[src/hw/sda_cfg.svh]
// Offsets, field positions, reset values and timing counts of the alarm block
`ifndef SDA_CFG_SVH
`define SDA_CFG_SVH
// ==========================================
// Register byte offsets
`define SDA_REG_CTRL 8'h00
`define SDA_REG_CMD 8'h04
`define SDA_REG_STATUS 8'h08
`define SDA_REG_ALARM 8'h0C
`define SDA_REG_WARN 8'h10
`define SDA_REG_LIMIT 8'h14
`define SDA_REG_CODE 8'h18
`define SDA_REG_IRQ_STAT 8'h1C
`define SDA_REG_IRQ_MASK 8'h20
`define SDA_REG_TELL 8'h24
`define SDA_REG_HIST 8'h28
// ==========================================
// Field positions
`define SDA_CTRL_WARN_NEG 0
`define SDA_CTRL_LIMIT_NEG 1
`define SDA_CMD_CLEAR 0
`define SDA_CMD_TELL 1
`define SDA_IRQ_ALARM 0
`define SDA_IRQ_WARN 1
`define SDA_IRQ_LIMIT 2
`define SDA_IRQ_HIST 3
// ==========================================
// Reset values: both polarities negative logic
`define SDA_CTRL_RESET 2'h3
`define SDA_IRQ_MASK_RESET 4'h0
// ==========================================
// Alarm bit indices
`define SDA_AL_C3 5
`define SDA_AL_E0 6
`define SDA_AL_E2 7
`define SDA_AL_F4 11
// Warnings that take the servo off: overload, pulse error, excess error, main AC
`define SDA_WARN_SERVO_OFF 7'h4D
// ==========================================
// Timing
`define SDA_CLK_HZ 25000000
`define SDA_INIT_LIMIT_MS 10000
`define SDA_INIT_LIMIT_CYCLES (`SDA_INIT_LIMIT_MS * (`SDA_CLK_HZ / 1000))
`endif

[src/hw/sda_pkg.sv]
// Types shared by the alarm and status block
`default_nettype none
package sda_pkg;
    typedef enum logic [5:0] {
        SDA_INIT = 6'h01,
        SDA_SERVO_OFF = 6'h02,
        SDA_ENGAGING = 6'h04,
        SDA_RUNNING = 6'h08,
        SDA_ALARM = 6'h10,
        SDA_CPU_FAIL = 6'h20
    } sda_state_type;
    typedef enum logic [1:0] {
        SDA_LED_OFF = 2'h0,
        SDA_LED_ORANGE = 2'h1,
        SDA_LED_GREEN = 2'h2
    } sda_led_type;
    localparam int SDA_ALARMS = 17;
    localparam int SDA_WARNS = 7;
endpackage
`default_nettype wire

[src/hw/sda_latch_if.sv]
// Set, clear and held flags of a bank of sticky event latches
`default_nettype none
interface sda_latch_if #(parameter int W = 8);
    logic [W-1:0] set;
    logic [W-1:0] clr;
    logic [W-1:0] q;
    modport store (input set, input clr, output q);
    modport user (output set, output clr, input q);
endinterface
`default_nettype wire

[src/hw/sda_event_latch.sv]
// Bank of independent sticky latches, set winning over clear
`default_nettype none
module sda_event_latch #(
    parameter int W = 8
) (
    input wire logic pclk,
    input wire logic presetn,
    sda_latch_if.store lt
);
    // ==========================================
    // One flop per event so that each cause is held on its own
    genvar i;
    generate
        for (i = 0; i < W; i++) begin : g_bit
            always_ff @(posedge pclk or negedge presetn) begin
                if (!presetn) begin
                    lt.q[i] <= 1'b0;
                end else if (lt.set[i]) begin
                    lt.q[i] <= 1'b1;
                end else if (lt.clr[i]) begin
                    lt.q[i] <= 1'b0;
                end
            end
        end
    endgenerate
endmodule
`default_nettype wire

[src/hw/sda_top.sv]
// Servo driver alarm, warning, travel-limit and status output logic with APB registers
// ==========================================
// What this block does
// - Ready for commands: green LED, all status outputs closed, servo on.
// - Ready, warning and limit outputs closed normally, open on abnormality.
// - Warning and limit outputs default to negative logic polarity.
// - During initialisation: orange LED, blank display, outputs open, servo off.
// - Initialisation beyond 10 seconds is a processor error alarm.
// - Servo enable inactive: servo-off code, green LED, servo state open.
// - Servo state output closes only once servo is actually engaged.
// - Dynamic brake applied in every state where the servo is off.
// - Abnormalities are alarm, warning or over-travel limit.
// - Any abnormality outside initialisation and processor failure: orange LED and two-character code shown.
// - Alarm opens driver ready, servo off, brake; warning and limits untouched.
// - Emergency-stop alarm clears when emergency stop input is released.
// - Other alarms hold until power cycle; no input or command clears them.
// - Each alarm cause has its own two-character code.
// - History skips RAM and emergency stop; CPU and ROM only when backup possible.
// - Warning opens warning output; cleared by clear input or command.
// - Limit opens its direction output; only motion out of it accepted.
//
// The register offsets and the APB register port are this design's own decisions.
`default_nettype none
`include "sda_cfg.svh"
module sda_top
    import sda_pkg::*;
#(
    parameter int unsigned INIT_LIMIT_CYCLES = `SDA_INIT_LIMIT_CYCLES
) (
    input wire logic pclk,
    input wire logic presetn,
    input wire logic psel,
    input wire logic penable,
    input wire logic pwrite,
    input wire logic [7:0] paddr,
    input wire logic [31:0] pwdata,
    output logic [31:0] prdata,
    output logic pready,
    output logic pslverr,
    input wire logic init_done_in,
    input wire logic servo_enable_in,
    input wire logic servo_engaged_in,
    input wire logic stop_in,
    input wire logic emergency_stop_in,
    input wire logic fault_clear_in,
    input wire logic [16:0] alarm_cause_in,
    input wire logic [6:0] warning_cause_in,
    input wire logic [1:0] hw_limit_in,
    input wire logic [1:0] sw_limit_in,
    input wire logic history_backup_ok_in,
    input wire logic motion_req_in,
    input wire logic motion_plus_in,
    output logic motion_accept_out,
    output logic driver_ready_out,
    output logic warning_out,
    output logic plus_limit_out,
    output logic minus_limit_out,
    output logic servo_state_out,
    output logic servo_on_out,
    output logic dyn_brake_out,
    output sda_led_type power_led_out,
    output logic [15:0] fault_code_out,
    output logic hist_push_out,
    output logic [15:0] hist_code_out,
    output logic irq_out
);
    localparam int CW = $clog2(INIT_LIMIT_CYCLES + 1);

    // ==========================================
    // Code table
    function automatic logic [15:0] alarm_code(input logic [4:0] idx);
        logic [15:0] c;
        c = 16'h3F3F;
        case (idx)
            5'h00: c = 16'h4130;
            5'h01: c = 16'h4131;
            5'h02: c = 16'h4132;
            5'h03: c = 16'h4134;
            5'h04: c = 16'h4139;
            5'h05: c = 16'h4333;
            5'h06: c = 16'h4530;
            5'h07: c = 16'h4532;
            5'h08: c = 16'h4537;
            5'h09: c = 16'h4538;
            5'h0A: c = 16'h4539;
            5'h0B: c = 16'h4634;
            5'h0C: c = 16'h5030;
            5'h0D: c = 16'h5031;
            5'h0E: c = 16'h5032;
            5'h0F: c = 16'h5033;
            5'h10: c = 16'h5039;
            default: c = 16'h3F3F;
        endcase
        return c;
    endfunction

    function automatic logic [15:0] warn_code(input logic [2:0] idx);
        logic [15:0] c;
        c = 16'h3F3F;
        case (idx)
            3'h0: c = 16'h4133;
            3'h1: c = 16'h4135;
            3'h2: c = 16'h4330;
            3'h3: c = 16'h4631;
            3'h4: c = 16'h4635;
            3'h5: c = 16'h4638;
            3'h6: c = 16'h5035;
            default: c = 16'h3F3F;
        endcase
        return c;
    endfunction

    function automatic logic [4:0] lowest17(input logic [16:0] v);
        logic [4:0] r;
        r = 5'h00;
        for (int k = 16; k >= 0; k--) begin
            if (v[k]) begin
                r = 5'(k);
            end
        end
        return r;
    endfunction

    function automatic logic [2:0] lowest7(input logic [6:0] v);
        logic [2:0] r;
        r = 3'h0;
        for (int k = 6; k >= 0; k--) begin
            if (v[k]) begin
                r = 3'(k);
            end
        end
        return r;
    endfunction

    // ==========================================
    // Registers and state
    sda_state_type state;
    sda_state_type next_state;
    logic [1:0] ctrl;
    logic [3:0] irq_mask;
    logic [16:0] tell_snap;
    logic [16:0] hist_pending;
    logic [16:0] alarm_prev;
    logic [1:0] limit_prev;
    logic [6:0] warn_prev;
    logic [15:0] hist_last;
    logic [7:0] hist_count;
    logic [CW-1:0] init_cnt;
    logic init_timeout;
    logic cmd_clear;
    logic cmd_tell;
    logic wr_en;
    logic rd_setup;
    logic addr_ok;

    sda_latch_if #(.W(SDA_ALARMS)) alarm_lt();
    sda_latch_if #(.W(SDA_WARNS)) warn_lt();
    sda_latch_if #(.W(4)) irq_lt();

    sda_event_latch #(.W(SDA_ALARMS)) u_alarm (
        .pclk(pclk),
        .presetn(presetn),
        .lt(alarm_lt.store)
    );
    sda_event_latch #(.W(SDA_WARNS)) u_warn (
        .pclk(pclk),
        .presetn(presetn),
        .lt(warn_lt.store)
    );
    sda_event_latch #(.W(4)) u_irq (
        .pclk(pclk),
        .presetn(presetn),
        .lt(irq_lt.store)
    );

    // ==========================================
    // Abnormality sources
    logic [1:0] limit_act;
    logic any_alarm;
    logic any_warn;
    logic warn_servo_off;
    logic [16:0] recordable;
    logic [16:0] alarm_rise;

    assign limit_act = hw_limit_in | sw_limit_in;
    assign any_alarm = |alarm_lt.q;
    assign any_warn = |warn_lt.q;
    assign warn_servo_off = |(warn_lt.q & `SDA_WARN_SERVO_OFF);

    always_comb begin
        alarm_lt.set = alarm_cause_in;
        alarm_lt.set[`SDA_AL_F4] = emergency_stop_in;
        alarm_lt.set[`SDA_AL_C3] = alarm_cause_in[`SDA_AL_C3] | init_timeout;
        // Only the emergency stop has a way out short of power removal
        alarm_lt.clr = '0;
        alarm_lt.clr[`SDA_AL_F4] = ~emergency_stop_in;
    end

    // Clear request is harmless while a cause is still present: set wins
    assign warn_lt.set = warning_cause_in;
    assign warn_lt.clr = {SDA_WARNS{fault_clear_in | cmd_clear}};

    always_comb begin
        recordable = '1;
        recordable[`SDA_AL_E0] = 1'b0;
        recordable[`SDA_AL_F4] = 1'b0;
        recordable[`SDA_AL_C3] = history_backup_ok_in;
        recordable[`SDA_AL_E2] = history_backup_ok_in;
    end
    assign alarm_rise = alarm_lt.q & ~alarm_prev;

    // ==========================================
    // Processor initialisation watchdog
    always_ff @(posedge pclk or negedge presetn) begin
        if (!presetn) begin
            init_cnt <= '0;
            init_timeout <= 1'b0;
        end else if (state == SDA_INIT && !init_done_in) begin
            if (init_cnt == CW'(INIT_LIMIT_CYCLES - 1)) begin
                init_timeout <= 1'b1;
            end else begin
                init_cnt <= init_cnt + CW'(1);
            end
        end
    end

    // ==========================================
    // Servo state machine
    always_comb begin
        next_state = state;
        case (state)
            SDA_INIT: begin
                if (init_timeout) begin
                    next_state = SDA_CPU_FAIL;
                end else if (init_done_in) begin
                    next_state = SDA_SERVO_OFF;
                end
            end
            SDA_SERVO_OFF: begin
                if (any_alarm) begin
                    next_state = SDA_ALARM;
                end else if (servo_enable_in && !warn_servo_off) begin
                    next_state = SDA_ENGAGING;
                end
            end
            SDA_ENGAGING: begin
                if (any_alarm) begin
                    next_state = SDA_ALARM;
                end else if (!servo_enable_in || warn_servo_off) begin
                    next_state = SDA_SERVO_OFF;
                end else if (servo_engaged_in) begin
                    next_state = SDA_RUNNING;
                end
            end
            SDA_RUNNING: begin
                if (any_alarm) begin
                    next_state = SDA_ALARM;
                end else if (!servo_enable_in || warn_servo_off) begin
                    next_state = SDA_SERVO_OFF;
                end
            end
            SDA_ALARM: begin
                if (!any_alarm) begin
                    next_state = SDA_SERVO_OFF;
                end
            end
            SDA_CPU_FAIL: next_state = SDA_CPU_FAIL;
            default: next_state = SDA_INIT;
        endcase
    end

    always_ff @(posedge pclk or negedge presetn) begin
        if (!presetn) begin
            state <= SDA_INIT;
        end else begin
            state <= next_state;
        end
    end

    // ==========================================
    // Discrete outputs; closed contact is a high level
    logic ready_closed;
    logic warn_closed;
    logic [1:0] limit_closed;
    logic is_init;

    // A dead processor cannot drive anything, so all contacts open
    assign is_init = (state == SDA_INIT) || (state == SDA_CPU_FAIL);
    assign ready_closed = !is_init && !any_alarm;
    assign warn_closed = !is_init && !any_warn;
    assign limit_closed = is_init ? 2'b00 : ~limit_act;

    always_ff @(posedge pclk or negedge presetn) begin
        if (!presetn) begin
            driver_ready_out <= 1'b0;
            warning_out <= 1'b0;
            plus_limit_out <= 1'b0;
            minus_limit_out <= 1'b0;
            servo_state_out <= 1'b0;
            servo_on_out <= 1'b0;
            dyn_brake_out <= 1'b1;
        end else begin
            driver_ready_out <= ready_closed;
            // Positive polarity inverts only while the processor runs
            warning_out <= is_init ? 1'b0 :
                (ctrl[`SDA_CTRL_WARN_NEG] ? warn_closed : !warn_closed);
            plus_limit_out <= is_init ? 1'b0 :
                (ctrl[`SDA_CTRL_LIMIT_NEG] ? limit_closed[1] : !limit_closed[1]);
            minus_limit_out <= is_init ? 1'b0 :
                (ctrl[`SDA_CTRL_LIMIT_NEG] ? limit_closed[0] : !limit_closed[0]);
            servo_state_out <= (next_state == SDA_RUNNING);
            servo_on_out <= (next_state == SDA_ENGAGING) || (next_state == SDA_RUNNING);
            dyn_brake_out <= !((next_state == SDA_ENGAGING) ||
                (next_state == SDA_RUNNING));
        end
    end

    // Stop held by the controller blocks every motion; limits block one way only
    assign motion_accept_out = motion_req_in && (state == SDA_RUNNING) && !stop_in &&
        !(motion_plus_in ? limit_act[1] : limit_act[0]);

    // ==========================================
    // Power LED and fault display
    always_ff @(posedge pclk or negedge presetn) begin
        if (!presetn) begin
            power_led_out <= SDA_LED_ORANGE;
            fault_code_out <= 16'h2020;
        end else if (is_init) begin
            power_led_out <= SDA_LED_ORANGE;
            fault_code_out <= 16'h2020;
        end else if (any_alarm) begin
            power_led_out <= SDA_LED_ORANGE;
            fault_code_out <= alarm_code(lowest17(alarm_lt.q));
        end else if (any_warn) begin
            power_led_out <= SDA_LED_ORANGE;
            fault_code_out <= warn_code(lowest7(warn_lt.q));
        end else if (|limit_act) begin
            power_led_out <= SDA_LED_ORANGE;
            fault_code_out <= (|hw_limit_in) ? 16'h4633 : 16'h4632;
        end else begin
            power_led_out <= SDA_LED_GREEN;
            // Follows the same next state as the servo-state contact so both change together
            fault_code_out <= (next_state == SDA_RUNNING) ? 16'h2020 : 16'h2043;
        end
    end

    // ==========================================
    // Alarm history: one record per cycle, lowest pending first
    always_ff @(posedge pclk or negedge presetn) begin
        if (!presetn) begin
            alarm_prev <= '0;
            hist_pending <= '0;
            hist_push_out <= 1'b0;
            hist_code_out <= 16'h0000;
            hist_last <= 16'h0000;
            hist_count <= 8'h00;
        end else begin
            alarm_prev <= alarm_lt.q;
            hist_push_out <= |hist_pending;
            if (|hist_pending) begin
                hist_code_out <= alarm_code(lowest17(hist_pending));
                hist_last <= alarm_code(lowest17(hist_pending));
                hist_count <= hist_count + 8'h01;
                hist_pending <= (hist_pending & ~(17'h00001 << lowest17(hist_pending))) |
                    (alarm_rise & recordable);
            end else begin
                hist_pending <= alarm_rise & recordable;
            end
        end
    end

    // ==========================================
    // Interrupt events
    always_ff @(posedge pclk or negedge presetn) begin
        if (!presetn) begin
            warn_prev <= '0;
            limit_prev <= '0;
        end else begin
            warn_prev <= warn_lt.q;
            limit_prev <= limit_act;
        end
    end

    always_comb begin
        irq_lt.set = '0;
        irq_lt.set[`SDA_IRQ_ALARM] = |alarm_rise;
        irq_lt.set[`SDA_IRQ_WARN] = |(warn_lt.q & ~warn_prev);
        irq_lt.set[`SDA_IRQ_LIMIT] = |(limit_act & ~limit_prev);
        irq_lt.set[`SDA_IRQ_HIST] = hist_push_out;
        irq_lt.clr = '0;
        if (wr_en && paddr == `SDA_REG_IRQ_STAT) begin
            irq_lt.clr = pwdata[3:0];
        end
    end
    assign irq_out = |(irq_lt.q & irq_mask);

    // ==========================================
    // APB slave: zero wait states, read data captured in setup
    assign pready = 1'b1;
    assign wr_en = psel && penable && pwrite;
    assign rd_setup = psel && !penable && !pwrite;
    always_comb begin
        case (paddr)
            `SDA_REG_CTRL, `SDA_REG_CMD, `SDA_REG_STATUS, `SDA_REG_ALARM,
            `SDA_REG_WARN, `SDA_REG_LIMIT, `SDA_REG_CODE, `SDA_REG_IRQ_STAT,
            `SDA_REG_IRQ_MASK, `SDA_REG_TELL, `SDA_REG_HIST: addr_ok = 1'b1;
            default: addr_ok = 1'b0;
        endcase
    end
    assign pslverr = psel && penable && !addr_ok;

    always_ff @(posedge pclk or negedge presetn) begin
        if (!presetn) begin
            ctrl <= `SDA_CTRL_RESET;
            irq_mask <= `SDA_IRQ_MASK_RESET;
        end else if (wr_en) begin
            if (paddr == `SDA_REG_CTRL) begin
                ctrl <= pwdata[1:0];
            end
            if (paddr == `SDA_REG_IRQ_MASK) begin
                irq_mask <= pwdata[3:0];
            end
        end
    end

    // Commands act as one-cycle pulses in the access cycle
    assign cmd_clear = wr_en && paddr == `SDA_REG_CMD && pwdata[`SDA_CMD_CLEAR];
    assign cmd_tell = wr_en && paddr == `SDA_REG_CMD && pwdata[`SDA_CMD_TELL];

    always_ff @(posedge pclk or negedge presetn) begin
        if (!presetn) begin
            tell_snap <= '0;
        end else if (cmd_tell) begin
            tell_snap <= alarm_lt.q;
        end
    end

    always_ff @(posedge pclk or negedge presetn) begin
        if (!presetn) begin
            prdata <= 32'h0000_0000;
        end else if (rd_setup) begin
            case (paddr)
                `SDA_REG_CTRL: prdata <= {30'h0, ctrl};
                `SDA_REG_STATUS: prdata <= {22'h0, power_led_out, servo_engaged_in,
                    servo_state_out, state};
                `SDA_REG_ALARM: prdata <= {15'h0, alarm_lt.q};
                `SDA_REG_WARN: prdata <= {25'h0, warn_lt.q};
                `SDA_REG_LIMIT: prdata <= {28'h0, sw_limit_in, hw_limit_in};
                `SDA_REG_CODE: prdata <= {16'h0, fault_code_out};
                `SDA_REG_IRQ_STAT: prdata <= {28'h0, irq_lt.q};
                `SDA_REG_IRQ_MASK: prdata <= {28'h0, irq_mask};
                `SDA_REG_TELL: prdata <= {15'h0, tell_snap};
                `SDA_REG_HIST: prdata <= {8'h0, hist_count, hist_last};
                default: prdata <= 32'h0000_0000;
            endcase
        end
    end
endmodule
`default_nettype wire

[config.mk]
export PLATFORM = sky130hd
export DESIGN_NAME = sda_top
export DESIGN_NICKNAME = d
export VERILOG_FILES = /design/src/hw/sda_pkg.sv /design/src/hw/sda_latch_if.sv /design/src/hw/sda_event_latch.sv /design/src/hw/sda_top.sv
export VERILOG_INCLUDE_DIRS = /design/src /design/src/hw
export SDC_FILE = /design/constraint.sdc
export NUM_CORES = 1
export LEC_CHECK = 0
export BUFFER_PORTS_ARGS = -buffer_cell sky130_fd_sc_hd__buf_2
export CORE_ASPECT_RATIO = 0.6
export CORE_MARGIN = 2
export CORE_UTILIZATION = 51
export DETAILED_ROUTE_END_ITERATION = 6
export MAX_ROUTING_LAYER = met4
export PLACE_DENSITY = 0.77
export SLEW_MARGIN = 10
export SYNTH_ARGS = -nofsm -noshare
export SYNTH_HDL_FRONTEND = slang
export SYNTH_SLANG_ARGS = --single-unit
[constraint.sdc]
create_clock -name pclk -period 2.4 [get_ports pclk]
set_input_delay 0.12 -clock pclk [delete_from_list [all_inputs] [get_ports pclk]]
set_output_delay 0.12 -clock pclk [all_outputs]
set_load 0.02 [all_outputs]
==> metrics, run 1 <==
total CTS buffers=17; Yosys warning total=0; CTS H-tree depth=4; Crit Path Max Fanout=5; placed cell areas=between 10,000 and 15,000 um^2; Startpoint Class=flip-flop; sequential fraction of the synthesis area=a little over half; FF+latch area=~5000 um^2; Synth async-reset ratio=100.0%; Worst path depth=10; CP Data Arrival Time=approximately 2.7 ns; Reg power frac=a little over two fifths; CP peak stage delay=roughly 0.47 ns; DRT antenna net count=0; failing checks=DRC; initial antenna violation count=0; clk_skew=around 0.016 ns; TritonRoute pass-1 iters=7; Hold Path Class=in2reg; Critical path origin=u_alarm.lt.q[5]$_DFFE_PN0P_; Layout fillers=~1,400; Pwr per Cell Area=approximately 840 nW/um^2; delay-heaviest family, CP=compound AO/OA/AOI/OAI gates; DR vias=slightly below 8,000; initial core utilization=about half; footprint of the multi-input gates=just over 4000 um^2; global-route wire length before repair=41.54 mm; total gr overflow=0; Die ar.=approximately 19,000 um^2; clk sinks=196; switching share of power=between 30% and 40%; Clock Tree Buf Depth=2; crit end category=flip-flop; max_slew headroom=between 40% and 50%; largest net degree at the start of global routing=75; routability-driven placement congestion ratio=0.9809; root buf cell=clkbuf_16; Tmin final=roughly 2.4 ns; die height=between 100 and 150 um; vias in the first global route=approximately 7,300; net switching power=between 0.003 and 0.004 W; setup violators final=0; P_leak=around 5.3 nW; CP Class=reg2reg; clock share of power=between 30% and 40%; #FFs+latches synth=~200; Post-synth EDFFs=0; IO Pins=160; r2r setup slk=approximately 0.029 ns; PortBufs=approximately 120; Peak supply drop=between 0.6 and 0.7 mV; Top cell by count, worst path=nor2_1; crit path max-delay cell type=dfrtp_2; status=complete, but fails checks; synth unique cells=70; Hold Vio Cnt, Final=0; Final period util=98.80%; Slew Viols, Final=0; standard-cell rows=38; initial drt markers=872; n_diodes=0; Util after Layout=between 60 and 70%; synth-to-layout area growth=24.11%; ratio of cells with drive above 1 in the final layout=roughly 28%; R2R depth=10; Core Area=about 18,000 um^2; hpwl dp=~19 mm; Max-Cap Viols=0; Reg clk slew, reported paths=roughly 0.080 ns; most common flop cell mapped by yosys=dfrtp_1; WP data required=about 2.7 ns; Die Width=~180 um; total track usage=a little under 30%; hold_sp=paddr[6]; Avg Vias per Cell=slightly below 6; reg2reg end=fault_code_out[9]$_DFF_PN0_; Worst setup endpoint=fault_code_out[9]$_DFF_PN0_; Int Pwr=approximately 0.0062 W; Clk Latency, worst-skew pair=around 0.45 ns; Finished Cell Area=11,480 um^2; Total Wirelength=around 27 mm; Critical R2R Launch=u_alarm.lt.q[5]$_DFFE_PN0P_; syn_area_per_cell=~11 um^2; final net count=about 1,200; Comb pwr share=about a quarter; WP buf/inv=2; synthesized area=9254 um^2; crit path cell chain=buf_4 > nor2_1 > o31ai_1 > a31oi_1 > o31a_1 > inv_1 > ha_1 > a22o_1 > a22oi_1 > nor2_1; Achievable Freq=~420 MHz; Worst Max-Slew Pin Slew=approximately 0.82 ns; CTS tree=built; average wire per standard cell=roughly 20 um; number of remaining DRC errors=5; cell count after synthesis=880
-- layout make-up --
cell class	count	share of cell area (%)
inverters	36	1.177
clock inverters	15	1.896
flip-flops and latches	196	42.84
clock buffers	17	3.704
well taps	240	2.615
repair buffers	211	12.26
multi-input cells	613	35.52
-- worst min path at each step --
stage	end	slack [ns]	depth (start not counted)
global route	limit_prev[1]$_DFF_PN0_	0.04	3
global placement	u_alarm.lt.q[3]$_DFFE_PN0P_	0.17	1
detailed placement	u_irq.lt.q[3]$_DFFE_PN0P_	0.17	1
floorplan	alarm_prev[0]$_DFF_PN0_	-0.18	0
finish	prdata[5]$_DFFE_PN0P_	0.03	4
CTS	limit_prev[1]$_DFF_PN0_	0.02	3
-- cell usage after synthesis (8+ instances only) --
master    count  share of area (%)
dfrtp_1     189                 51
nor2_1       81                3.3
nand2_1      67                2.7
inv_1        36                1.5
nand3_1      30                1.6
xnor2_1      30                2.8
a21oi_1      29                1.6
a31oi_1      24                1.6
mux2_2       24                2.9
a22oi_1      23                1.9
clkbuf_1     22               0.89
nor3_1       22                1.2
o21ai_0      22                1.2
a21o_1       18                1.5
buf_4        17                1.4
or2_2        17                1.1
nor4_1       14               0.95
nand4_1      13               0.88
nor2b_1      13               0.88
ha_1         12                1.6
nand2b_1     10               0.68
mux2i_1       9               0.97
or4_1         9               0.73
a221oi_1      8               0.76
-- cells by family after synthesis --
logic type	count (synthesis)	synth area share [%]
compound gates	188	14.31
xor+xnor	37	3.583
fa+ha+maj	12	1.622
buf+inv	84	4.313
flops	196	53.10
mux	33	3.894
other cells	2	0.08116
simple gates	328	19.10
-- worst reg2reg max path: stages (launching register included) --
cell and delay [ns]:
dfrtp_2 0.47, buf_4 0.18, nor2_1 0.18, o31ai_1 0.11, a31oi_1 0.21, o31a_1 0.28, inv_1 0.10, ha_1 0.24
a22o_1 0.23, a22oi_1 0.19, nor2_1 0.07
-- flip-flops by register name, summed over array words and instances, names as in the netlist, 4 cells and up --
signal,count
warn_prev,7
tell_snap,17
prdata,24
hist_last,10
hist_pending,17
u_irq.lt.q,4
state,6
u_alarm.lt.q,17
init_cnt,28
irq_mask,4
fault_code_out,14
alarm_prev,17
u_warn.lt.q,7
hist_count,8
-- metal layers --
layer / track usage (%) / up-vias / share of wire [%]
met3: 8.509 / 45 / 10
met4: 8.197 / 0 / 1.8
met2: 39.17 / 387 / 42
met5: - / - / 0
met1: 44.50 / 3871 / 46
li1: - / 3546 / -
-- power by group through the flow --
stage | Sequential (W) | Combinational [W] | Clock (W)
5_1_grt | 0.00412 | 0.00283 | 0.00322
4_1_cts | 0.00407 | 0.00254 | 0.00306
2_1_floorplan | 0.00418 | 0.00139 | 0
3_3_place_gp | 0.00412 | 0.00245 | 0
6_report | 0.00409 | 0.00257 | 0.00303
3_5_place_dp | 0.00412 | 0.00249 | 0
-- cells in the final DEF (no fill, tap or decap), types with 13 or more instances in the layout --
cell	synthesis	layout
nand3_1	30	30
a31oi_1	24	24
nand2_1	67	67
or2_2	17	17
a21o_1	18	18
dlygate4sd3_1	0	32
inv_1	36	35
buf_4	17	61
buf_2	4	115
conb_1	2	15
a22oi_1	23	23
nor2b_1	13	13
o21ai_0	22	21
dfrtp_1	189	184
nand4_1	13	13
nor4_1	14	14
nor3_1	22	20
xnor2_1	30	30
nor2_1	81	81
mux2_2	24	24
a21oi_1	29	28
clkbuf_16	0	17
-- repair_timing --
item	in CTS	in global routing
hold buffers	32	0
gates resized for setup	0	21
buffers inserted	0	4
setup endpoints to repair	0	14
hold endpoints to repair	105	0
-- stage by stage --
step	setup TNS (ns)	hold WS, ns	total power [W]	setup slack, ns	instances
after floorplan	0	-0.1756	0.005568	0.1064	893
after global placement	0	0.1677	0.006569	0.1172	1260
after detailed placement	0	0.1702	0.006607	0.09752	1260
after CTS	0	0.01789	0.009670	0.006521	1324
after global routing	-0.08143	0.04244	0.01018	-0.07699	1328
final	0	0.03462	0.009695	0.02872	1328
Note: power is estimated with default switching activity, not from simulation.
==> inputs of run 2 (changes only) <==
Settings changed: PLACE_DENSITY 0.77 to 0.83.
==> metrics, run 2 (synthesis results as in run 1) <==
clk_skew=0.01695 ns (was 0.01583 ns); ratio of cells with drive above 1 in the final layout=26.86% (was 27.57%); max FFs per register=28 (unchanged); root buf cell=clkbuf_16 (unchanged); Hold Vio Cnt, Final=0 (unchanged); Largest Register=init_cnt (unchanged); Core Area=17,920 um^2 (unchanged); Pwr per Cell Area=848.9 nW/um^2 (was 844.2 nW/um^2); CP peak stage delay=0.44 ns (was 0.47 ns); CTS tree=built (unchanged); Peak supply drop=0.5536 mV (was 0.6339 mV); PortBufs=116 (unchanged); crit end category=flip-flop (unchanged); Final Hold Slack=0.03635 ns (was 0.03462 ns); total track usage=30.01% (was 29.78%); Max-Cap Viols=0 (unchanged); clk sinks=196 (unchanged); initial core utilization=51.63% (unchanged); average wire per standard cell=20.14 um (was 20.07 um); crit path cell chain=buf_4 > a221oi_1 > o41ai_1 > a221oi_2 > inv_1 > ha_1 > o211ai_1 > o21ai_0 > nor3_1 (was buf_4 > nor2_1 > o31ai_1 > a31oi_1 > o31a_1 > inv_1 > ha_1 > a22o_1 > a22oi_1 > nor2_1); Final TNS setup=0 ns (unchanged); die height=108.3 um (unchanged); crit path max-delay cell type=dfrtp_1 (was dfrtp_2); number of remaining DRC errors=0 (was 5); Total Wirelength=26.83 mm (was 26.65 mm); final net count=1,172 (was 1,169); total gr overflow=0 (unchanged); Reg clk slew, reported paths=0.08 ns (about the same); commonest non-fill, non-tap cell in the layout=dfrtp_1 (unchanged); CP Class=reg2reg (unchanged); Hold Path Class=in2reg (unchanged); CP Data Arrival Time=2.64 ns (was 2.70 ns); Worst Max-Slew Pin Slew=0.8697 ns (was 0.8188 ns); synth-to-layout area growth=23.63% (was 24.11%); setup violators final=0 (unchanged); Avg Vias per Cell=5.950 (was 5.910); max_slew headroom=41.48% (was 44.91%); hpwl dp=19.67 mm (was 19.37 mm); WP data required=2.76 ns (was 2.73 ns); Clk Latency, worst-skew pair=0.45 ns (about the same); largest net degree at the start of global routing=68 (was 75); initial antenna violation count=1 (was 0); Slew Viols, Final=0 (unchanged); Tmin final=2.278 ns (was 2.371 ns); CTS H-tree depth=4 (unchanged); Final period util=94.93% (was 98.80%); Achievable Freq=438.9 MHz (was 421.7 MHz); IO Pins=160 (unchanged); standard-cell rows=38 (unchanged); Crit Path Max Fanout=7 (was 5); Startpoint Class=flip-flop (unchanged); P_leak=5.274 nW (was 5.285 nW); status=completed (was complete, but fails checks); DR vias=7,926 (was 7,849); Clock Tree Buf Depth=2 (unchanged); Largest regs=init_cnt x28, prdata x24 (unchanged); WP buf/inv=2 (unchanged); vias in the first global route=7,628 (was 7,305); most frequent cells in the layout=184 x dfrtp_1, 115 x buf_2, 81 x nor2_1 (unchanged); global-route wire length before repair=42.05 mm (was 41.54 mm); TritonRoute pass-1 iters=5 (was 7); RSZ-0062 raised after global routing=yes; total CTS buffers=17 (unchanged); Die Width=177.9 um (unchanged); initial drt markers=899 (was 872); Die ar.=19,270 um^2 (unchanged); delay-heaviest family, CP=compound AO/OA/AOI/OAI gates (unchanged); Layout fillers=1,387 (was 1,443); routability-driven placement congestion ratio=0.9833 (was 0.9809); DRT antenna net count=0 (unchanged)
[run 2: path summary, 6_finish.rpt]
path / start / endpoint / slack, ns / cells after the start
max: u_alarm.lt.q[4]$_DFFE_PN0P_ / fault_code_out[3]$_DFF_PN0_ / 0.12 / 9
min: paddr[6] / prdata[5]$_DFFE_PN0P_ / 0.04 / 4
max reg2reg: u_alarm.lt.q[4]$_DFFE_PN0P_ / fault_code_out[3]$_DFF_PN0_ / 0.12 / 9
min reg2reg: hist_push_out$_DFF_PN0_ / u_irq.lt.q[3]$_DFFE_PN0P_ / 0.46 / 1
max in group asynchronous: presetn / fault_code_out[13]$_DFF_PN1_ / 1.42 / 3
min in group asynchronous: presetn / irq_mask[0]$_DFFE_PN0P_ / 0.25 / 2
[run 2: area by class of cell]
class | instances | area, um^2 | area share, %
clock buffer | 17 | 425.4 | 3.718
timing repair buffer | 214 | 1430 | 12.50
multi-input combinational | 613 | 4013 | 35.07
tap | 240 | 300.3 | 2.625
inverter | 36 | 135.1 | 1.181
clock inverter | 15 | 215.2 | 1.881
sequential | 196 | 4920 | 43.00
antenna | 1 | 2.502 | 0.02187
[run 2: timing repair]
action | in CTS | in global routing
resized for setup | 0 | 7
setup endpoints to repair | 0 | 10
setup buffers | 0 | 1
hold buffers | 32 | 0
endpoints found under the hold margin | 96 | 0
[run 2: per-stage QoR]
stage          power, W  cell area [um^2]  worst slack, ns  utilization [%]  instances
6_report       0.009712             11440           0.1218            63.83       1332
5_1_grt         0.01013             11440         -0.03490            63.83       1332
4_1_cts        0.009659             11410          0.04038            63.67       1330
3_5_place_dp   0.006589             10450          0.06873            58.31       1266
3_3_place_gp   0.006545             10450           0.1097            58.31       1266
2_1_floorplan  0.005568              9309           0.1064                -        893
[run 2: power breakdown]
group | switching, W | internal [W]
Combinational | 0.00156 | 0.00106
Clock | 0.00151 | 0.00153
Sequential | 0.000381 | 0.00367
Total | 0.00345 | 0.00626
[run 2: tightest hold or removal path: cells and delay by family]
| family | cells | cell delay (ns) |
|---|---|---|
| and+or+nand+nor | 1 | 0.06 |
| buffers and inverters | 1 | 0.12 |
| AOI/OAI and AO/OA | 2 | 0.15 |
[run 2: metal layers]
| metal | global-route usage [%] | share of wire [%] | wire length [um] |
|---|---|---|---|
| met5 | - | 0 | 0 |
| met3 | 8.685 | 10 | 2737 |
| met4 | 8.489 | 1.7 | 456 |
| met1 | 43.88 | 46 | 12270 |
| met2 | 40.45 | 42 | 11370 |
